==> config.mk <==
export PLATFORM = sky130hd
export DESIGN_NAME = tdc_readout
export DESIGN_NICKNAME = d
export VERILOG_FILES = /design/src/verilog/tdc_pkg.sv /design/src/verilog/div_if.sv /design/src/verilog/div_unit.sv /design/src/verilog/tdc_readout.sv
export SDC_FILE = /design/constraint.sdc
export NUM_CORES = 1
export LEC_CHECK = 0
export BUFFER_PORTS_ARGS = -buffer_cell sky130_fd_sc_hd__buf_2
export CORE_MARGIN = 2
export CORE_UTILIZATION = 60
export DETAILED_ROUTE_END_ITERATION = 7
export GPL_TIMING_DRIVEN = 0
export PLACE_DENSITY = 0.83
export SLEW_MARGIN = 20
export SYNTH_ARGS = -nofsm -noshare
export SYNTH_HDL_FRONTEND = slang
export SYNTH_SLANG_ARGS = --single-unit
export TNS_END_PERCENT = 1
==> constraint.sdc <==
create_clock -name I_CLK_SYS -period 10 [get_ports I_CLK_SYS]
set_clock_uncertainty 0.05 [all_clocks]
set_input_delay 1 -clock I_CLK_SYS [delete_from_list [all_inputs] [get_ports I_CLK_SYS]]
set_output_delay 1 -clock I_CLK_SYS [all_outputs]
set_load 0.005 [all_outputs]
==> src/verilog/tdc_pkg.sv <==
// Constants and types of the result readout bank.
// Assumes one 250 MHz system clock; all pins synchronous to it.
package tdc_pkg;
  localparam int CLK_PS = 4000;
  localparam logic [2:0] ADR_RES_LAST = 3'h3;
  localparam logic [2:0] ADR_STAT = 3'h4;
  localparam logic [2:0] ADR_ECHO = 3'h5;
  localparam logic [4:0] OPC_READ = 5'h16;
  localparam logic [3:0] OPC_BITS = 4'h8;
  localparam int STAT_PTR_LSB = 0;
  localparam int STAT_HIT1_LSB = 3;
  localparam int STAT_HIT2_LSB = 6;
  localparam int STAT_TMO_BIT = 9;
  localparam int STAT_PRE_BIT = 10;
  localparam int STAT_OPEN_BIT = 11;
  localparam int STAT_SHORT_BIT = 12;
  localparam logic [2:0] PTR_RST = 3'h0;
  localparam logic [2:0] NUM_SLOTS = 3'h4;
  localparam logic [2:0] MAX_HITS = 3'h4;
  localparam logic [31:0] SLOT_RST = 32'h0;
  localparam logic [31:0] ERR_VAL = 32'hffffffff;
  localparam int TIMEOUT_NS = 1800;
  localparam logic [19:0] TIMEOUT_CYC = 20'(TIMEOUT_NS * 1000 / CLK_PS);
  localparam int VALID_UNCAL_NS = 560;
  localparam int VALID_UNCAL_CYC = VALID_UNCAL_NS * 1000 / CLK_PS;
  localparam int VALID_CAL_NS = 4600;
  localparam int VALID_CAL_CYC = VALID_CAL_NS * 1000 / CLK_PS;
  localparam int STAMP_W = 20;
  localparam int PRE_W = 14;
  localparam int FRAC_W = 16;
  localparam int DIV_NUM_W = 36;
  localparam int DIV_DEN_W = 20;
  localparam int DIV_CNT_W = 6;
  localparam logic [3:0] SEL_START = 4'h0;
  localparam logic [3:0] SEL_CH1_FIRST = 4'h1;
  localparam logic [3:0] SEL_CH1_LAST = 4'h4;
  localparam logic [3:0] SEL_NOP = 4'h5;
  localparam logic [3:0] SEL_CAL1 = 4'h6;
  localparam logic [3:0] SEL_CAL2 = 4'h7;
  localparam logic [3:0] SEL_CH2_FIRST = 4'h9;
  localparam logic [3:0] SEL_CH2_LAST = 4'hc;
  typedef enum logic [2:0] {
    ST_ARMED = 3'b000,
    ST_RUN = 3'b001,
    ST_CSYNC = 3'b010,
    ST_CAL = 3'b011,
    ST_DONE = 3'b100
  } meas_state_t;
endpackage : tdc_pkg

==> src/verilog/div_if.sv <==
// Request and answer lines between the bank and its divider.
// Assumes both ends share the system clock.
`timescale 1ns/1ps
`default_nettype none
interface div_if;
  import tdc_pkg::*;
  logic start;
  logic [DIV_NUM_W-1:0] num;
  logic [DIV_DEN_W-1:0] den;
  logic done;
  logic [DIV_NUM_W-1:0] quo;
  modport req (output start, output num, output den, input done, input quo);
  modport unit (input start, input num, input den, output done, output quo);
endinterface : div_if
`default_nettype wire

==> src/verilog/div_unit.sv <==
// Restoring serial divider, one quotient bit per clock.
// Assumes start is a one-cycle pulse given only while idle.
`timescale 1ns/1ps
`default_nettype none
module div_unit (
  input wire logic i_clk,
  input wire logic i_rst,
  div_if.unit bus
);
  import tdc_pkg::*;
  logic [DIV_NUM_W-1:0] q_q;
  logic [DIV_DEN_W:0] rem_q;
  logic [DIV_DEN_W-1:0] den_q;
  logic [DIV_CNT_W-1:0] cnt_q;
  logic busy_q;
  logic done_q;
  logic [DIV_DEN_W:0] shf;
  logic [DIV_DEN_W:0] dif;

  always_comb begin
    shf = {rem_q[DIV_DEN_W-1:0], q_q[DIV_NUM_W-1]};
    dif = shf - {1'b0, den_q};
  end

  // Zero divisor sets the top 20 quotient bits to ones, which reads as overflow
  always_ff @(posedge i_clk) begin
    if (i_rst) begin
      busy_q <= 1'b0;
      done_q <= 1'b0;
      cnt_q <= '0;
      rem_q <= '0;
      q_q <= '0;
      den_q <= '0;
    end else begin
      done_q <= 1'b0;
      if (bus.start && !busy_q) begin
        q_q <= bus.num;
        den_q <= bus.den;
        rem_q <= '0;
        cnt_q <= DIV_CNT_W'(DIV_NUM_W);
        busy_q <= 1'b1;
      end else if (busy_q) begin
        rem_q <= dif[DIV_DEN_W] ? shf : dif;
        q_q <= {q_q[DIV_NUM_W-2:0], ~dif[DIV_DEN_W]};
        cnt_q <= cnt_q - 1'b1;
        if (cnt_q == DIV_CNT_W'(1)) begin
          busy_q <= 1'b0;
          done_q <= 1'b1;
        end
      end
    end
  end

  assign bus.done = done_q;
  assign bus.quo = q_q;
endmodule : div_unit
`default_nettype wire

==> src/verilog/tdc_readout.sv <==
// Result and status readout bank of the time converter, with hit capture.
// Assumes pins synchronous to I_CLK_SYS; SPI mode 1 from the host.
`timescale 1ns/1ps
`default_nettype none
// Summary of operation
// - Address 5 returns the top byte of configuration word 1
// - Status word at address 4 is 16 bits, bits 15 to 13 unused
// - Status bits 2 to 0 hold the next free slot index
// - Status bits 5-3 and 8-6 count stop hits of channels 1 and 2
// - Status bit 9 set when the fine measurement times out
// - Status bit 10 set when the 14-bit long-range precounter overflows
// - Status bits 11 and 12 flag open and shorted temperature sensor
// - Only fine range yields negative results; long range is unsigned
// - Raw results only in fine range; long range always calibrated
// - Fine calibrated interval above two calibration periods writes all ones
// - Calibrated results are signed 16.16 fixed point, one slot each
// - Calibrated results in internal reference periods; reference divided by 1, 2 or 4
// - Results shift out most significant bit first
// - Raw result is 16-bit signed count in upper half, lower half zero
// - Fine interval measured with a 20-bit counter from the start
// - Calibration measures one and two reference periods and keeps both
// - Each stop channel captures up to four hits
// - Fine measurement ends by timeout at about 1.8 us
// - Result valid within 560 ns raw, 4.6 us calibrated
// - Per-input invert bits and per-stop both-edge bits select edges
// - Each start and stop input gated by an active-high enable
// - Each of the first four results advances the next free slot pointer by one
module tdc_readout (
  input wire logic I_CLK_SYS,
  input wire logic I_RST,
  input wire logic I_INIT,
  input wire logic I_REF_CLK,
  input wire logic I_START,
  input wire logic I_STOP1,
  input wire logic I_STOP2,
  input wire logic I_EN_START,
  input wire logic I_EN_STOP1,
  input wire logic I_EN_STOP2,
  input wire logic I_INVERT_START_INPUT,
  input wire logic I_INVERT_STOP_ONE_INPUT,
  input wire logic I_INVERT_STOP_TWO_INPUT,
  input wire logic [1:0] I_BOTH_EDGE_SELECT,
  input wire logic I_CALIBRATE,
  input wire logic I_LONG_MEASURING_RANGE,
  input wire logic [1:0] I_REFERENCE_DIVIDE_SELECT,
  input wire logic [2:0] I_HITS_EXPECTED_CH1,
  input wire logic [2:0] I_HITS_EXPECTED_CH2,
  input wire logic [3:0] I_OPERAND_A_SEL,
  input wire logic [3:0] I_OPERAND_B_SEL,
  input wire logic I_ALU_GO,
  input wire logic [7:0] I_CFG1_TOP,
  input wire logic I_TEMP_OPEN,
  input wire logic I_TEMP_SHORT,
  input wire logic I_SPI_SEL_N,
  input wire logic I_SPI_SCK,
  input wire logic I_SPI_MOSI,
  output logic O_SPI_MISO,
  output logic O_ALU_BUSY,
  output logic O_RESULT_WRITE
);
  import tdc_pkg::*;

  meas_state_t st_q;
  logic long_r;
  logic [2:0] lvl;
  logic [2:0] lvl_q;
  logic [2:0] en;
  logic [2:0] both;
  logic [2:0] edg;
  logic ref_q;
  logic [1:0] rdiv_q;
  logic [1:0] rmask;
  logic ref_tick;
  logic [STAMP_W-1:0] timer_q;
  logic [PRE_W-1:0] pre_q;
  logic tmo_q;
  logic preo_q;
  logic calh_q;
  logic [STAMP_W-1:0] cal1_q;
  logic [STAMP_W-1:0] cal2_q;
  logic [2:0] cnt1_q;
  logic [2:0] cnt2_q;
  logic [2:0] exp1;
  logic [2:0] exp2;
  logic hits_done;
  logic [STAMP_W-1:0] stamp1_q [4];
  logic [STAMP_W-1:0] stamp2_q [4];
  logic [STAMP_W-1:0] opa;
  logic [STAMP_W-1:0] opb;
  logic [STAMP_W:0] dif;
  logic [STAMP_W-1:0] mag;
  logic [STAMP_W-1:0] grad;
  logic raw_mode;
  logic ovf;
  logic go_ok;
  logic busy_q;
  logic start_q;
  logic neg_q;
  logic wr_q;
  logic [31:0] wval_q;
  logic [DIV_NUM_W-1:0] num_q;
  logic [DIV_DEN_W-1:0] den_q;
  logic [31:0] quo32;
  logic [2:0] ptr_q;
  logic [31:0] slot_q [4];
  logic open_q;
  logic short_q;
  logic [15:0] stat;
  logic sck_q;
  logic [7:0] opc_q;
  logic [3:0] bit_q;
  logic [31:0] sh_q;
  logic miso_q;
  logic [2:0] rd_adr;
  logic [31:0] rd_data;
  logic [11:0] lat_q;

  div_if dbus ();

  div_unit u_div (
    .i_clk(I_CLK_SYS),
    .i_rst(I_RST),
    .bus(dbus.unit)
  );

  assign long_r = I_LONG_MEASURING_RANGE;

  // Edge selection; start is single-edge only
  assign lvl = {I_STOP2, I_STOP1, I_START}
      ^ {I_INVERT_STOP_TWO_INPUT, I_INVERT_STOP_ONE_INPUT, I_INVERT_START_INPUT};
  assign en = {I_EN_STOP2, I_EN_STOP1, I_EN_START};
  assign both = {I_BOTH_EDGE_SELECT, 1'b0};
  assign edg = en & (lvl ^ lvl_q) & (both | lvl);

  always_ff @(posedge I_CLK_SYS) begin
    if (I_RST) begin
      // Seeded with the pin level so release gives no false start
      lvl_q <= lvl;
    end else begin
      lvl_q <= lvl;
    end
  end

  // Internal reference tick: external reference divided by 1, 2 or 4
  always_comb begin
    case (I_REFERENCE_DIVIDE_SELECT)
      2'h0: rmask = 2'h0;
      2'h1: rmask = 2'h1;
      default: rmask = 2'h3;
    endcase
  end
  assign ref_tick = I_REF_CLK & ~ref_q & ((rdiv_q & rmask) == rmask);

  always_ff @(posedge I_CLK_SYS) begin
    if (I_RST) begin
      ref_q <= 1'b0;
      rdiv_q <= 2'h0;
    end else begin
      ref_q <= I_REF_CLK;
      if (I_REF_CLK && !ref_q) begin
        rdiv_q <= rdiv_q + 2'h1;
      end
    end
  end

  assign exp1 = (I_HITS_EXPECTED_CH1 > MAX_HITS) ? MAX_HITS : I_HITS_EXPECTED_CH1;
  assign exp2 = (I_HITS_EXPECTED_CH2 > MAX_HITS) ? MAX_HITS : I_HITS_EXPECTED_CH2;
  assign hits_done = (cnt1_q >= exp1) && (cnt2_q >= exp2);

  // Measurement sequence; the timer doubles as the calibration counter
  always_ff @(posedge I_CLK_SYS) begin
    if (I_RST || I_INIT) begin
      st_q <= ST_ARMED;
      timer_q <= '0;
      pre_q <= '0;
      tmo_q <= 1'b0;
      preo_q <= 1'b0;
      calh_q <= 1'b0;
      cal1_q <= '0;
      cal2_q <= '0;
    end else begin
      case (st_q)
        ST_ARMED: begin
          if (edg[0]) begin
            st_q <= ST_RUN;
            timer_q <= STAMP_W'(1);
            pre_q <= '0;
          end
        end
        ST_RUN: begin
          timer_q <= timer_q + 1'b1;
          if (ref_tick) begin
            pre_q <= pre_q + 1'b1;
          end
          if (hits_done) begin
            st_q <= (I_CALIBRATE || long_r) ? ST_CSYNC : ST_DONE;
          end else if (!long_r && timer_q >= TIMEOUT_CYC) begin
            tmo_q <= 1'b1;
            st_q <= ST_DONE;
          end else if (long_r && ref_tick && (&pre_q)) begin
            preo_q <= 1'b1;
            st_q <= ST_DONE;
          end
        end
        ST_CSYNC: begin
          if (ref_tick) begin
            timer_q <= STAMP_W'(1);
            calh_q <= 1'b0;
            st_q <= ST_CAL;
          end
        end
        ST_CAL: begin
          timer_q <= timer_q + 1'b1;
          if (ref_tick) begin
            if (!calh_q) begin
              cal1_q <= timer_q;
              calh_q <= 1'b1;
            end else begin
              cal2_q <= timer_q;
              st_q <= ST_DONE;
            end
          end
        end
        ST_DONE: begin
          st_q <= ST_DONE;
        end
        default: begin
          st_q <= ST_ARMED;
        end
      endcase
    end
  end

  // Hit capture; surplus hits beyond the expected count are dropped
  always_ff @(posedge I_CLK_SYS) begin
    if (I_RST || I_INIT) begin
      cnt1_q <= 3'h0;
      cnt2_q <= 3'h0;
    end else if (st_q == ST_RUN) begin
      if (edg[1] && cnt1_q < exp1) begin
        stamp1_q[cnt1_q[1:0]] <= timer_q;
        cnt1_q <= cnt1_q + 3'h1;
      end
      if (edg[2] && cnt2_q < exp2) begin
        stamp2_q[cnt2_q[1:0]] <= timer_q;
        cnt2_q <= cnt2_q + 3'h1;
      end
    end
  end

  function automatic logic [STAMP_W-1:0] pick(input logic [3:0] s);
    logic [STAMP_W-1:0] v;
    v = '0;
    if (s == SEL_CAL1) begin
      v = cal1_q;
    end else if (s == SEL_CAL2) begin
      v = cal2_q;
    end else if (s >= SEL_CH1_FIRST && s <= SEL_CH1_LAST) begin
      v = stamp1_q[2'(s - SEL_CH1_FIRST)];
    end else if (s >= SEL_CH2_FIRST && s <= SEL_CH2_LAST) begin
      v = stamp2_q[2'(s - SEL_CH2_FIRST)];
    end
    return v;
  endfunction : pick

  always_comb begin
    opa = pick(I_OPERAND_A_SEL);
    opb = pick(I_OPERAND_B_SEL);
    dif = {1'b0, opa} - {1'b0, opb};
    mag = dif[STAMP_W] ? STAMP_W'(-dif) : dif[STAMP_W-1:0];
    grad = cal2_q - cal1_q;
    raw_mode = !long_r && (!I_CALIBRATE
        || I_OPERAND_A_SEL == SEL_CAL1 || I_OPERAND_A_SEL == SEL_CAL2
        || I_OPERAND_B_SEL == SEL_CAL1 || I_OPERAND_B_SEL == SEL_CAL2);
    ovf = !long_r && ({1'b0, mag} > {grad, 1'b0});
  end

  assign go_ok = I_ALU_GO && st_q == ST_DONE && !busy_q
      && I_OPERAND_A_SEL != SEL_NOP && I_OPERAND_B_SEL != SEL_NOP;
  assign quo32 = neg_q ? 32'(-dbus.quo[31:0]) : dbus.quo[31:0];

  // One calculation at a time; a request while busy is dropped
  always_ff @(posedge I_CLK_SYS) begin
    if (I_RST || I_INIT) begin
      busy_q <= 1'b0;
      start_q <= 1'b0;
      neg_q <= 1'b0;
      wr_q <= 1'b0;
      wval_q <= SLOT_RST;
      num_q <= '0;
      den_q <= '0;
    end else begin
      wr_q <= 1'b0;
      start_q <= 1'b0;
      if (go_ok) begin
        if (raw_mode) begin
          wr_q <= 1'b1;
          wval_q <= {dif[FRAC_W-1:0], 16'h0};
        end else if (ovf) begin
          wr_q <= 1'b1;
          wval_q <= ERR_VAL;
        end else begin
          start_q <= 1'b1;
          busy_q <= 1'b1;
          neg_q <= !long_r && dif[STAMP_W];
          num_q <= {mag, 16'h0};
          den_q <= grad;
        end
      end else if (busy_q && dbus.done) begin
        busy_q <= 1'b0;
        wr_q <= 1'b1;
        wval_q <= (|dbus.quo[DIV_NUM_W-1:32]) ? ERR_VAL : quo32;
      end
    end
  end

  assign dbus.start = start_q;
  assign dbus.num = num_q;
  assign dbus.den = den_q;

  always_ff @(posedge I_CLK_SYS) begin
    if (I_RST || I_INIT) begin
      ptr_q <= PTR_RST;
    end else if (wr_q && ptr_q < NUM_SLOTS) begin
      ptr_q <= ptr_q + 3'h1;
    end
  end

  // Slots survive init so results can still be read after rearming
  always_ff @(posedge I_CLK_SYS) begin
    if (I_RST) begin
      for (int i = 0; i < 4; i++) begin
        slot_q[i] <= SLOT_RST;
      end
    end else if (wr_q && ptr_q < NUM_SLOTS && !I_INIT) begin
      slot_q[ptr_q[1:0]] <= wval_q;
    end
  end

  always_ff @(posedge I_CLK_SYS) begin
    if (I_RST) begin
      open_q <= 1'b0;
      short_q <= 1'b0;
    end else begin
      open_q <= I_TEMP_OPEN;
      short_q <= I_TEMP_SHORT;
    end
  end

  always_comb begin
    stat = 16'h0;
    stat[STAT_PTR_LSB +: 3] = ptr_q;
    stat[STAT_HIT1_LSB +: 3] = cnt1_q;
    stat[STAT_HIT2_LSB +: 3] = cnt2_q;
    stat[STAT_TMO_BIT] = tmo_q;
    stat[STAT_PRE_BIT] = preo_q;
    stat[STAT_OPEN_BIT] = open_q;
    stat[STAT_SHORT_BIT] = short_q;
  end

  // Read data left aligned so every register shifts out from the top
  assign rd_adr = {opc_q[1:0], I_SPI_MOSI};
  always_comb begin
    if (rd_adr <= ADR_RES_LAST) begin
      rd_data = slot_q[rd_adr[1:0]];
    end else if (rd_adr == ADR_STAT) begin
      rd_data = {stat, 16'h0};
    end else if (rd_adr == ADR_ECHO) begin
      rd_data = {I_CFG1_TOP, 24'h0};
    end else begin
      rd_data = 32'h0;
    end
  end

  // Serial port: sample on falling SCK, drive on rising SCK
  always_ff @(posedge I_CLK_SYS) begin
    if (I_RST) begin
      sck_q <= 1'b0;
      opc_q <= 8'h0;
      bit_q <= 4'h0;
      sh_q <= 32'h0;
      miso_q <= 1'b0;
    end else begin
      sck_q <= I_SPI_SCK;
      if (I_SPI_SEL_N) begin
        bit_q <= 4'h0;
        sh_q <= 32'h0;
        miso_q <= 1'b0;
      end else if (!I_SPI_SCK && sck_q && bit_q < OPC_BITS) begin
        opc_q <= {opc_q[6:0], I_SPI_MOSI};
        bit_q <= bit_q + 4'h1;
        if (bit_q == OPC_BITS - 4'h1 && opc_q[6:2] == OPC_READ) begin
          sh_q <= rd_data;
        end
      end else if (I_SPI_SCK && !sck_q && bit_q == OPC_BITS) begin
        miso_q <= sh_q[31];
        sh_q <= {sh_q[30:0], 1'b0};
      end
    end
  end

  assign O_SPI_MISO = miso_q;
  assign O_ALU_BUSY = busy_q;
  assign O_RESULT_WRITE = wr_q;

  // Cycles since a calculation was taken, for the latency check
  always_ff @(posedge I_CLK_SYS) begin
    if (I_RST || go_ok) begin
      lat_q <= 12'h0;
    end else if (busy_q) begin
      lat_q <= lat_q + 12'h1;
    end
  end
endmodule : tdc_readout
`default_nettype wire

; ---- After elaboration in Yosys (flattened, before gate mapping)
; Memory sizes are Yosys's and may differ from the RTL's.
; Index checks and enable logic that the tools add are counted.
[word_totals]
register_bits = 302
latch_bits = 0
ramBits = 288
rom_bits = 0
inputBits = 47
out_inout_bits = 3
word_cells = 270
n_memories = 3
[classes]
add_sub_neg = 17
mul = 0
div_mod_pow = 0
n_lt_le_gt_ge = 19
eq_ne = 28
shifts = 0
n_mux = 76
n_bitwise = 19
n_reduce_logical = 73
[memory_table]
columns = memory, words, word_bits, read_ports, rd_ports_with_merged_regs, write_ports, line_no
row1 = slot_q, 4, 32, 1, 0, 4, tdc_readout.sv:105  ; logic [31:0] slot_q [4];
row2 = stamp1_q, 4, 20, 2, 0, 1, tdc_readout.sv:86  ; logic [STAMP_W-1:0] stamp1_q [4];
row3 = stamp2_q, 4, 20, 2, 0, 1, tdc_readout.sv:87  ; logic [STAMP_W-1:0] stamp2_q [4];
[op_table]
columns = op, n
row1 = 32-bit two-way mux, 13
row2 = 20-bit two-way mux, 12
row3 = 36-bit two-way mux, 2
row4 = 20-bit case mux with 3 select lines, 1
row5 = 32-bit negator, 1
row6 = 32-bit OR reduction, 1
row7 = 3-bit two-way mux, 10
row8 = 1-bit two-way mux, 29
row9 = 14-bit two-way mux, 2
row10 = 14-bit case mux with 2 select lines, 1
row11 = 1-bit logical AND, 27
row12 = 3-bit AND reduction, 8
row13 = 20-bit by 21-bit > comparator with 1-bit output, 1
row14 = 20-bit by 20-bit subtractor with 21-bit output, 1
row15 = 21-bit by 20-bit subtractor with 21-bit output, 1
row16 = "20-bit by 1-bit adder with 20-bit output, second input constant", 1
row17 = "4-bit by 3-bit equality test with 1-bit output, second input constant", 5
row18 = "20-bit by 9-bit >= comparator with 1-bit output, second input constant", 1
row19 = 20-bit negator, 1
row20 = 20-bit subtractor, 1
row21 = 3-bit case mux with 5 select lines, 1
row22 = "14-bit by 1-bit adder with 14-bit output, second input constant", 1
row23 = "2-bit != test, second input constant", 7
row24 = 14-bit AND reduction, 1
row25 = 49 further kinds, 103

; ---- Longest topological paths before layout
; Gate-level depths: netlist of run 1.
[logic_depth]
depth_word = 14
depth_mapped = 38
depth_no_buf = 32

; ---- Modules after synthesis
; A second synthesis of run 1 with hierarchy kept.
[unflattened]
cells_unflattened = 3041
area_unflattened_um2 = 31328.8
[modules_own_cells]
columns = mod, n_inst, cells_each, area_each_um2, seq_area_each_um2
row1 = tdc_readout, 1, 2447, 26615.5, 13012.5
row2 = div_unit, 1, 594, 4713.3, 1681.6

; ---- Least setup slack after synthesis of run 1
; OpenSTA, ideal clock, no wires.
[synth_timing]
path_type = input to register
start = input port I_OPERAND_B_SEL[0]
end = register num_q[18] (netlist: dbus.num[18])
setup_ps = 128
t_arrival_ps = 8994
t_required_ps = 9822
setup_slack_ps = 828
path_stages = 34
n_path_buf = 6
cell_sequence = clkbuf_1 -> buf_1 -> buf_1 -> inv_1 -> ha_1 -> buf_1 -> clkbuf_1 -> mux4_2 -> a21oi_1 -> nand2_1 -> o21ai_0 -> o21ai_0 -> ha_1 -> fa_1 -> nor2b_1 -> o22ai_1 -> xor2_1 -> nand3_1 -> or3b_2 -> nand4bb_1 -> nor4_1 -> a31oi_1 -> xor2_1 -> inv_1 -> ha_1 -> a211o_1 -> a21oi_1 -> o21ai_0 -> nor3_1 -> nor2_1 -> a21oi_1 -> clkbuf_1 -> mux2i_1 -> nor2_1
[synth_between]
elab_chain_cells = 13
elab_cells_between_ends = 29
cone_classes = add/sub: 4 / order compare: 5 / eq/ne: 3 / mux: 5 / bitwise: 2 / reduce/logical: 8 / memory: 2
[synth_rtl]
columns = item, line_no
row1 = from (decl), tdc_readout.sv:49  ; input wire logic [3:0] I_OPERAND_B_SEL,
row2 = 2-bit by 1-bit subtractor with 2-bit output (tied with other cells), "tdc_readout.sv:259, tdc_readout.sv:261"
row3 = memory read 4 x 20 bit or 1-bit logical AND (tied branches), --
row4 = 20-bit two-way mux, tdc_readout.sv:260  ; end else if (s >= SEL_CH2_FIRST && s <= SEL_CH2_LAST) begin
row5 = 20-bit two-way mux, tdc_readout.sv:258  ; end else if (s >= SEL_CH1_FIRST && s <= SEL_CH1_LAST) begin
row6 = 20-bit two-way mux, tdc_readout.sv:256  ; end else if (s == SEL_CAL2) begin
row7 = 20-bit two-way mux *, tdc_readout.sv:254  ; if (s == SEL_CAL1) begin
row8 = 20-bit by 20-bit subtractor with 21-bit output *, tdc_readout.sv:269  ; dif = {1'b0, opa} - {1'b0, opb};
row9 = 20-bit negator, tdc_readout.sv:270  ; mag = dif[STAMP_W] ? STAMP_W'(-dif) : dif[STAMP_W-1:0];
row10 = 20-bit two-way mux *, tdc_readout.sv:270
row11 = via mag[19], tdc_readout.sv:91  ; logic [STAMP_W-1:0] mag;
row12 = 20-bit by 21-bit > comparator with 1-bit output *, tdc_readout.sv:275  ; ovf = !long_r && ({1'b0, mag} > {grad, 1'b0});
row13 = 1-bit logical AND *, tdc_readout.sv:275
row14 = 1-bit inverter (no line) *, --
row15 = 3-bit AND reduction (no line) *, --
row16 = to (signal assigned), tdc_readout.sv:306  ; num_q <= {mag, 16'h0};
row17 = to (decl), tdc_readout.sv:101  ; logic [DIV_NUM_W-1:0] num_q;
; The timed path passes the listed nets; every way through them passes the cells marked *.
; A chain may end at the register's enable or synchronous reset.

; ---- Final worst setup path of run 1
[layout_timing]
start = input port I_OPERAND_A_SEL[0]
end = register wval_q[25]
[layout_between]
elab_chain_cells = 13
elab_cells_between_ends = 34
cone_classes = add/sub: 4 / order compare: 5 / eq/ne: 4 / mux: 7 / reduce/logical: 12 / memory: 2
[layout_rtl]
columns = item, line_no
row1 = from (decl), tdc_readout.sv:48  ; input wire logic [3:0] I_OPERAND_A_SEL,
row2 = 2-bit by 1-bit subtractor with 2-bit output (tied with other cells), "tdc_readout.sv:259, tdc_readout.sv:261"
row3 = memory read 4 x 20 bit or 1-bit logical AND (tied branches), --
row4 = 20-bit two-way mux, tdc_readout.sv:260
row5 = 20-bit two-way mux, tdc_readout.sv:258
row6 = 20-bit two-way mux, tdc_readout.sv:256
row7 = 20-bit two-way mux *, tdc_readout.sv:254
row8 = 20-bit by 20-bit subtractor with 21-bit output *, tdc_readout.sv:269
row9 = 20-bit negator, tdc_readout.sv:270
row10 = 20-bit two-way mux *, tdc_readout.sv:270
row11 = via mag[19], tdc_readout.sv:91
row12 = 20-bit by 21-bit > comparator with 1-bit output *, tdc_readout.sv:275
row13 = 1-bit logical AND *, tdc_readout.sv:275
row14 = 3-bit != test (no line) *, --
row15 = 2-bit AND reduction (no line) *, --
row16 = to (signal assigned), tdc_readout.sv:298  ; wval_q <= {dif[FRAC_W-1:0], 16'h0};
row17 = to (signal assigned), tdc_readout.sv:312  ; wval_q <= (|dbus.quo[DIV_NUM_W-1:32]) ? ERR_VAL : quo32;
row18 = to (decl), tdc_readout.sv:100  ; logic [31:0] wval_q;
; Marks and branches as above.

==> flow_summary.json, run 1 <==
{
  "status": "finished, final reports clean",
  "nFillCells": 3594,
  "worst_pin_slew_ns": 1.06,
  "grt_max_degree": 33,
  "antenna_cells": 0,
  "ys.flop_type": "dfxtp_1",
  "cts_hold_buf": 0,
  "synth_mux_area_share_pct": 11.6,
  "die_w_microns": 230,
  "cpPeakStageDelay_ns": 0.68,
  "worst_setup_path_start_kind": "input pin",
  "synth.distinct_cells": 73,
  "seq_area_frac_synth_pct": 48.2,
  "die_area_sq_mm": 0.0527,
  "row_count": 82,
  "die_y_microns": 230,
  "insertion_delay_ns": 0.65,
  "finalHoldViolations": 0,
  "placed_area_sq_mm": 0.0317,
  "min_path_type": "flop to flop",
  "yosys.area.top_type": "edfxtp_1",
  "grt-ovfl-total": 0,
  "crit_fanout": 10,
  "gp_congestion": 0.960,
  "yosys_register_bits": 590,
  "synth_common_cells": "dfxtp_1 (302), nor2_1 (295), edfxtp_1 (288), a21oi_1 (268), nand2_1 (249)",
  "rsz0062_at_grt": "false",
  "drive_above_1_share_pct": 10.6,
  "clk_pin_slew_ns": 0.06,
  "start_util_pct": 60.8,
  "wl_per_cell_microns": 22.3,
  "synth_simple_gate_area_share_pct": 15.5,
  "power.internal_mw": 4.23,
  "ios": 50,
  "grt_pass1_wl_microns": 131000,
  "first_pass_iters": 6,
  "drt-initial-drc-count": 2653,
  "numCtsBuffers": 59,
  "clkPwrFrac_pct": 42.0,
  "synth-edff-count": 288,
  "synth_area_leaders": "edfxtp_1 (28%), dfxtp_1 (20%), mux4_2 (8.3%)",
  "cp_data_arrival_time_ns": 10.00,
  "drc": 0,
  "post-dp-hpwl_microns": 60500,
  "synth_compound_area_share_pct": 12.4,
  "routed_wl_microns": 84200,
  "clockBufferDepth": 3,
  "path_class": "input pin to flop",
  "setup_slack_ns": 0.464,
  "cp.required_ns": 10.46,
  "async_reset_ff_share_pct": 0,
  "fin_util_pct": 67.5,
  "viasPerCell": 6.43,
  "cts-root-buf": "clkbuf_16",
  "power_frac_seq_pct": 44.4,
  "synthAdderAreaFrac_pct": 4.71,
  "p_per_area_mw_per_mm2": 170,
  "synth_top_area_share_pct": 28.3,
  "p_sw_mw": 1.51,
  "syn_area_per_cell_sq_um": 10.4,
  "grt_pass1_vias": 24087,
  "cp_num_buf_inv": 11,
  "relSlewSlack_pct": 28.0,
  "htreeDepth": 2,
  "final_area_sq_mm": 0.0339,
  "ant_nets": 0,
  "critical_path.top_delay_family": "compound AO/OA/AOI/OAI gates",
  "synth_warnings": 0,
  "layout_min_cycle_time_ns": 9.54,
  "totalNegativeSetupSlack_ns": 0,
  "gr-usage-met2_pct": 51.0,
  "maxCapViolations": 0,
  "slew_violations": 0,
  "p_comb_share_pct": 13.6,
  "syn-cell-area_sq_mm": 0.0305,
  "crit_slowest_cell": "o31ai_1",
  "core_area_sq_mm": 0.0502,
  "leakage_nw": 11.8,
  "switching_share_pct": 26.3,
  "post_cts_buffers": 0,
  "port_buffers": 47,
  "max_freq_ghz": 0.105,
  "antenna_found_initial": 1,
  "synth_top_family_by_area": "simple AND/OR/NAND/NOR gates",
  "nets": 3214,
  "grt_usage_pct": 31.5,
  "synth_nets": 3103,
  "end_kind": "flop",
  "top_usage_layer": "met2",
  "clock_sinks": 590,
  "final-setup-viol-count": 0,
  "period_share_pct": 95.4,
  "cts_tree": "done",
  "path_common_cell": "buf_2",
  "num_vias": 24278,
  "synthXorXnorAreaFrac_pct": 3.90,
  "syn_to_final_growth_pct": 11.0,
  "dp_slack_ns": -2.23,
  "grt_use_met3_pct": 6.25,
  "peakVddDrop_mv": 0.138,
  "grtUsageMet1_pct": 42.3,
  "synth_most_common_cell": "dfxtp_1",
  "syn-instance-count": 2943
}
## power groups by stage
stage / Combinational, mW / Sequential, mW / Clock [mW]
6_report: 0.781 / 2.55 / 2.42
5_1_grt: 0.847 / 2.55 / 2.51
4_1_cts: 0.751 / 2.55 / 2.41
3_5_place_dp: 0.739 / 2.60 / 0
3_3_place_gp: 0.715 / 2.60 / 0
2_1_floorplan: 0.530 / 2.60 / 0
## state kept, by name, summed over array words and instances (netlist names), 4 cells and up
name	count
pre_q	14
sh_q	32
dbus.num	20
stamp1_q	80
u_div.den_q	20
wval_q	32
u_div.rem_q	20
timer_q	20
u_div.cnt_q	6
u_div.bus.quo	36
slot_q	128
bit_q	4
cal2_q	20
dbus.den	20
stamp2_q	80
opc_q	7
cal1_q	20
## repair_timing
item | 4_1_cts | 5_1_grt
setup endpoints to repair | 76 | 76
resized for setup | 25 | 25
pin swaps | 0 | 0
## stage by stage
| step | power [mW] | hold slack (ns) | instances |
|---|---|---|---|
| 6_report | 5.74 | 0.410 | 3774 |
| 4_1_cts | 5.71 | 0.411 | 3776 |
| 5_1_grt | 5.91 | 0.424 | 3774 |
| 3_3_place_gp | 3.31 | 0.389 | 3662 |
| 3_5_place_dp | 3.34 | 0.402 | 3667 |
| 2_1_floorplan | 3.13 | 0.381 | 2943 |
## placed cells by master, fill, tap and decap left out, types with 12 or more instances in the layout
master     count
a211o_1       24
a211oi_1      41
a21o_1        27
a21oi_1      267
a221o_1       12
a221oi_1      29
a31oi_1       13
and2_1       119
and3_1        89
buf_1         19
buf_2         54
clkbuf_1     145
clkbuf_16     61
clkbuf_2      15
dfxtp_1      302
edfxtp_1     288
ha_1         110
inv_1        112
mux2i_1       96
mux4_2       112
nand2_1      249
nand2b_1      24
nand3_1       28
nand4_1       15
nor2_1       291
nor2b_1       31
nor3_1        55
nor3b_1       18
o21ai_0      114
o31ai_1       14
or2_2         12
xnor2_1       57
xor2_1        78
## worst reg2reg max path: cells and delay by family (launching register included)
family	cells	cell delay, ns
and+or+nand+nor	10	2.62
AOI/OAI and AO/OA	10	1.60
adders and majority gates	3	1.07
buffers and inverters	3	0.67
xor gates and xnor gates	2	0.56
muxes	1	0.48
DFF	1	0.38
## logic make-up after synthesis
logic type | count (synthesis)
simple gates | 980
xor+xnor | 136
flops | 590
compound gates | 614
fa+ha+maj | 113
buf+inv | 296
mux | 214
## cell type report
type / count / area (sq um) / share of cell area [%]
multi-input cells: 2057 / 14800 / 43.7
clock buffers: 72 / 1600 / 4.72
inverters: 113 / 424 / 1.25
clock inverters: 37 / 513 / 1.51
repair buffers: 52 / 278 / 0.820
flip-flops and latches: 590 / 14700 / 43.4
plain buffers: 181 / 721 / 2.13
well taps: 672 / 841 / 2.48
## metal layers
| layer | up-vias | part of all wire (%) |
|---|---|---|
| met4 | 2 | 3.8 |
| met1 | 11786 | 40 |
| li1 | 10892 | - |
| met5 | - | 0.012 |
| met3 | 230 | 9.9 |
| met2 | 1368 | 47 |
## final timing paths
check	end	slack (ns)	startpoint	cells after the start
min reg2reg	u_div.den_q[7]	0.41	u_div.den_q[7]	2
max reg2reg	wval_q[25]	2.42	stamp2_q[0][0]	29
max	wval_q[25]	0.46	I_OPERAND_A_SEL[0]	35
min	u_div.den_q[7]	0.41	u_div.den_q[7]	2
Power figures use the tool's default switching activity.
==> run 2, diff against run 1 <==
==> constraint.sdc (replaced) <==
create_clock -name I_CLK_SYS -period 10 [get_ports I_CLK_SYS]
set_clock_uncertainty 0.05 [all_clocks]
set_input_delay 0.5 -clock I_CLK_SYS [delete_from_list [all_inputs] [get_ports I_CLK_SYS]]
set_output_delay 0.5 -clock I_CLK_SYS [all_outputs]
set_load 0.005 [all_outputs]
==> run 2 against run 1 <==
The flow now finishes with violations (DRC). Clock power about the same. Count of clock-buffer cells in the layout unchanged. Critical path depth increased by 1. Via count decreased by 0.17%. Maximum frequency increased by 2.0%. Combinational power decreased by 0.9%. Global-route usage decreased by 0.052 points. Critical endpoint is now wval_q[12]. Largest cell class unchanged. Largest power group unchanged.
==> flow_summary.json, run 2 (synthesis results as in run 1) <==
{
  "crit_start": "I_OPERAND_B_SEL[0]",
  "final_cells": 3776,
  "final_common_cell": "dfxtp_1",
  "row_count": 82,
  "hp-start": "I_STOP2",
  "post_cts_buffers": 0,
  "post-dp-hpwl_microns": 60500,
  "drt-initial-drc-count": 2522,
  "antenna_cells": 0,
  "status": "finished with violations",
  "routed_wl_microns": 84100,
  "ios": 50,
  "first_pass_iters": 8,
  "die_area_sq_mm": 0.0527,
  "slew_violations": 0,
  "p_per_area_mw_per_mm2": 169,
  "clockBufferDepth": 3,
  "num_vias": 24237,
  "syn_to_final_growth_pct": 11.0,
  "clock_sinks": 590,
  "peakVddDrop_mv": 0.137,
  "grt_pass1_wl_microns": 131000,
  "core_area_sq_mm": 0.0502,
  "end_kind": "flop",
  "r2r_start": "stamp2_q[0][0]",
  "seq_area_sq_mm": 0.0147,
  "min_path_type": "input pin to flop",
  "gp_congestion": 0.960,
  "numCtsBuffers": 59,
  "viasPerCell": 6.42,
  "multi_input_area_sq_mm": 0.0148,
  "clk_pin_slew_ns": 0.06,
  "worst_hold_slack_ns": 0.0187,
  "finalHoldViolations": 0,
  "cts-root-buf": "clkbuf_16",
  "most-common-layout-cells": "dfxtp_1 (302), nor2_1 (291), edfxtp_1 (288), a21oi_1 (267), nand2_1 (249)",
  "dp_slack_ns": -1.73,
  "grt-ovfl-total": 0,
  "largest_register_ffs": 128,
  "crit_slowest_cell": "or3b_2",
  "path_class": "input pin to flop",
  "top_register": "slot_q",
  "cts_tree": "done",
  "totalNegativeSetupSlack_ns": 0,
  "max_freq_ghz": 0.107,
  "grt_max_degree": 33,
  "drive_above_1_share_pct": 10.3,
  "violations": "DRC",
  "cp.required_ns": 10.53,
  "die_w_microns": 230,
  "htreeDepth": 2,
  "ant_nets": 0,
  "insertion_delay_ns": 0.65,
  "grt_pass1_vias": 24086,
  "start_util_pct": 60.8,
  "relSlewSlack_pct": 27.5,
  "final-setup-viol-count": 0,
  "cpPeakStageDelay_ns": 0.54,
  "nets": 3216,
  "maxCapViolations": 0,
  "worst_setup_path_start_kind": "input pin",
  "leakage_nw": 11.8,
  "wl_per_cell_microns": 22.3,
  "drc": 1,
  "grt_usage_pct": 31.5,
  "placed_cells": 3667,
  "die_y_microns": 230,
  "cp_data_arrival_time_ns": 9.88,
  "placed_area_sq_mm": 0.0317,
  "antenna_found_initial": 1,
  "setup_slack_ns": 0.650,
  "port_buffers": 47,
  "final_area_sq_mm": 0.0339,
  "worst_pin_slew_ns": 1.07,
  "crit_fanout": 10,
  "period_share_pct": 93.5,
  "nFillCells": 3596,
  "layout_min_cycle_time_ns": 9.35
}
run 2: cell types whose count changed in the layout (fill, tap and decap cells not counted), moves of 2 or more:
cell	previous run	this run
clkbuf_1	145	150
buf_2	54	50
clkbuf_2	15	12
buf_1	19	21
buf_4	5	3
dlygate4sd3_1	0	2
run 2: final cells by class:
| cell class | count | share of cell area [%] |
|---|---|---|
| flip-flops and latches | 590 | 43.4 |
| plain buffers | 181 | 2.11 |
| repair buffers | 54 | 0.879 |
| multi-input cells | 2057 | 43.7 |
| inverters | 113 | 1.25 |
| well taps | 672 | 2.48 |
| clock buffers | 72 | 4.72 |
| clock inverters | 37 | 1.51 |
run 2: repair_timing:
item                                    4_1_cts  5_1_grt
hold endpoints to repair                      1        0
hold buffers                                  2        0
gates resized for setup                      12       25
endpoints found under the setup margin       76       76
run 2: worst max-delay path, delay by kind of cell:
family                   cells  cell delay (ns)
XOR/XNOR                     1             0.25
AND/OR/NAND/NOR              9             2.32
adder cells (fa/ha/maj)      3             0.87
buffers and inverters       12             3.33
AO/OA/AOI/OAI               11             2.62
run 2: path summary, 6_finish.rpt:
| check | end | depth (start not counted) | slack, ns |
|---|---|---|---|
| min reg2reg | u_div.den_q[7] | 2 | 0.41 |
| min | lvl_q[2] | 2 | 0.02 |
| max reg2reg | wval_q[12] | 29 | 2.37 |
| max | wval_q[12] | 36 | 0.65 |
run 2: through the flow:
| step | util [%] | power (mW) |
|---|---|---|
| after global placement | 63.0 | 3.31 |
| after detailed placement | 63.2 | 3.34 |
| after floorplan | - | 3.13 |
| final | 67.5 | 5.74 |
| after CTS | 67.5 | 5.71 |
| after global routing | 67.5 | 5.90 |
run 2: metal layers:
layer | global-route usage [%] | wire, microns
met4 | 11.8 | 3090
met5 | 0 | 0
met3 | 6.25 | 8070
met2 | 51.0 | 39500
met1 | 42.1 | 33500
run 2: power by group:
| part | total, mW | internal [mW] | switching, mW |
|---|---|---|---|
| clock | 2.42 | 1.40 | 1.01 |
| sequential | 2.55 | 2.54 | 0.00880 |
| combinational | 0.774 | 0.285 | 0.489 |
| total | 5.74 | 4.23 | 1.51 |
==> run 3, diff against run 2 <==
Settings changed: CORE_UTILIZATION 60 to 57, PLACE_DENSITY 0.83 to 0.82.
Clock period 10 ns to 8.1 ns, I/O delays scaled along.
==> run 3 against run 2 <==
The flow still finishes with violations (DRC). Clock power is 24% higher. Utilization fell by 2.7 points. Flip-flop and latch count did not move. Register-to-register slack got worse by 1.3 ns. Global-route usage down 2.0 points. Die area increased by 5.2%. Combinational power is 27% higher. Sequential share of layout area is 0.42 points lower. Non-clock buffer count rose by 11. Power up 24%. Highest routed layer is now met5. Critical path type unchanged.
==> flow_summary.json, run 3 (synthesis results as in run 1) <==
{
  "status": "finished with violations",
  "violations": "DRC",
  "row_count": 84,
  "drc": 2,
  "wl_per_cell_microns": 21.9,
  "die_y_microns": 235,
  "clk_pin_slew_ns": 0.06,
  "clock_sinks": 590,
  "p_sw_mw": 1.85,
  "layout_min_cycle_time_ns": 7.86,
  "numCtsBuffers": 61,
  "core_area_sq_mm": 0.0528,
  "clkPwrFrac_pct": 42.2,
  "peakVddDrop_mv": 0.176,
  "total_power_mw": 7.14,
  "reg2reg_setup_slack_ns": 1.08,
  "routed_wl_microns": 83400,
  "period_share_pct": 97.1,
  "leakage_nw": 11.9,
  "path_class": "input pin to flop",
  "cpPeakStageDelay_ns": 0.53,
  "r2r_cells": 28,
  "nets": 3229,
  "grt-ovfl-total": 0,
  "end_kind": "flop",
  "most-common-layout-cells": "dfxtp_1 (302), nor2_1 (291), edfxtp_1 (288), a21oi_1 (267), nand2_1 (249)",
  "crit_slowest_cell": "or3b_2",
  "crit_start": "I_OPERAND_A_SEL[0]",
  "power.internal_mw": 5.28,
  "timing.rr.end": "dbus.num[24]",
  "fin_util_pct": 64.8,
  "clockBufferDepth": 3,
  "cp.required_ns": 8.55,
  "final_cells": 3809,
  "placed_cells": 3685,
  "antenna_found_initial": 2,
  "grt_usage_pct": 29.5,
  "port_buffers": 47,
  "viasPerCell": 6.33,
  "grt_pass1_wl_microns": 130000,
  "final_area_sq_mm": 0.0342,
  "p_comb_share_pct": 13.7,
  "start_util_pct": 57.8,
  "worst_pin_slew_ns": 1.09,
  "largest_register_ffs": 128,
  "r2r_start": "stamp2_q[3][0]",
  "die_w_microns": 235,
  "nFillCells": 3989,
  "htreeDepth": 2,
  "cp_data_arrival_time_ns": 8.32,
  "finalHoldViolations": 0,
  "ios": 50,
  "drive_above_1_share_pct": 11.2,
  "grt_max_degree": 33,
  "worst_setup_path_start_kind": "input pin",
  "top_register": "slot_q",
  "first_pass_iters": 8,
  "crit_fanout": 10,
  "power_frac_seq_pct": 44.1,
  "p_per_area_mw_per_mm2": 209,
  "grt_pass1_vias": 23746,
  "post-dp-hpwl_microns": 60400,
  "placed_area_sq_mm": 0.0318,
  "slew_violations": 0,
  "rsz0062_at_grt": "true",
  "cts_tree": "done",
  "insertion_delay_ns": 0.65,
  "final-setup-viol-count": 0,
  "switching_share_pct": 26.0,
  "syn_to_final_growth_pct": 12.1,
  "max_freq_ghz": 0.127,
  "final_common_cell": "dfxtp_1",
  "die_area_sq_mm": 0.0554,
  "ant_nets": 0,
  "maxCapViolations": 0,
  "cts-root-buf": "clkbuf_16",
  "gp_congestion": 0.935,
  "min_path_type": "input pin to flop",
  "num_vias": 24125,
  "drt-initial-drc-count": 2618,
  "cp-endpoint": "dbus.num[24]",
  "relSlewSlack_pct": 26.3
}
==> run 3: cell types whose count changed in the layout (fill, tap and decap cells not counted), moves of 4 or more <==
| cell | before | now |
|---|---|---|
| clkbuf_1 | 150 | 140 |
| clkbuf_4 | 3 | 7 |
| clkbuf_2 | 12 | 8 |
| buf_2 | 50 | 56 |
| dlygate4sd3_1 | 2 | 10 |
| buf_4 | 3 | 9 |
==> run 3: how the worst min path moves through the flow <==
stage,start,endpoint,slack [ns],cells after the start
3_5_place_dp,sh_q[31],sh_q[31],0.40,2
5_1_grt,I_SPI_SEL_N,opc_q[3],0.13,3
2_1_floorplan,sh_q[31],sh_q[31],0.38,2
3_3_place_gp,sh_q[31],sh_q[31],0.39,2
4_1_cts,I_SPI_SEL_N,opc_q[3],0.1,3
6_report,I_SPI_SEL_N,opc_q[3],0.13,3
==> run 3: power by group through the flow <==
stage	combinational [mW]	sequential (mW)	clock, mW
2_1_floorplan	0.654	3.21	0
3_3_place_gp	0.887	3.21	0
3_5_place_dp	0.904	3.21	0
4_1_cts	0.938	3.15	3.02
5_1_grt	1.06	3.15	3.14
6_report	0.980	3.15	3.01
==> run 3: stage by stage <==
step           setup slack [ns]  hold WS [ns]  setup TNS [ns]
3_5_place_dp              -2.74         0.402         -197.50
6_report                  0.236         0.128               0
2_1_floorplan           -0.0179         0.381          -0.179
5_1_grt                 -0.0947         0.129           -2.24
3_3_place_gp              -2.51         0.389         -178.87
4_1_cts                  0.0103        0.0961               0
==> run 3: metal layers <==
metal  GRT usage [%]  vias to the layer above  part of all wire, %
met3            5.59                      200                  9.9
li1                -                    10909                    -
met4            10.6                        2                  3.4
met1            39.8                    11765                   40
met2            47.8                     1249                   46
met5               0                        -                0.012
==> run 3: what timing repair did <==
item	CTS	global route
gates resized for setup	34	35
hold buffers	10	0
endpoints found under the hold margin	7	0
setup buffers	1	2
endpoints found under the setup margin	76	76
pin swaps	0	3
==> run 3: layout make-up <==
type	instances	area, sq um	area share (%)
clock inverter	39	518	1.51
clock buffer	75	1650	4.82
antenna	1	2.50	0.00731
sequential	590	14700	42.9
timing repair buffer	67	433	1.27
tap	688	861	2.52
multi-input combinational	2057	14900	43.5
inverter	113	424	1.24
buffer	179	761	2.22
==> run 3: critical path: cells and delay by family <==
family / cells / cell delay, ns
simple gates: 8 / 2.08
compound gates: 9 / 1.60
buf+inv: 8 / 1.93
mux: 2 / 0.44
fa+ha+maj: 4 / 1.33
xor+xnor: 2 / 0.48
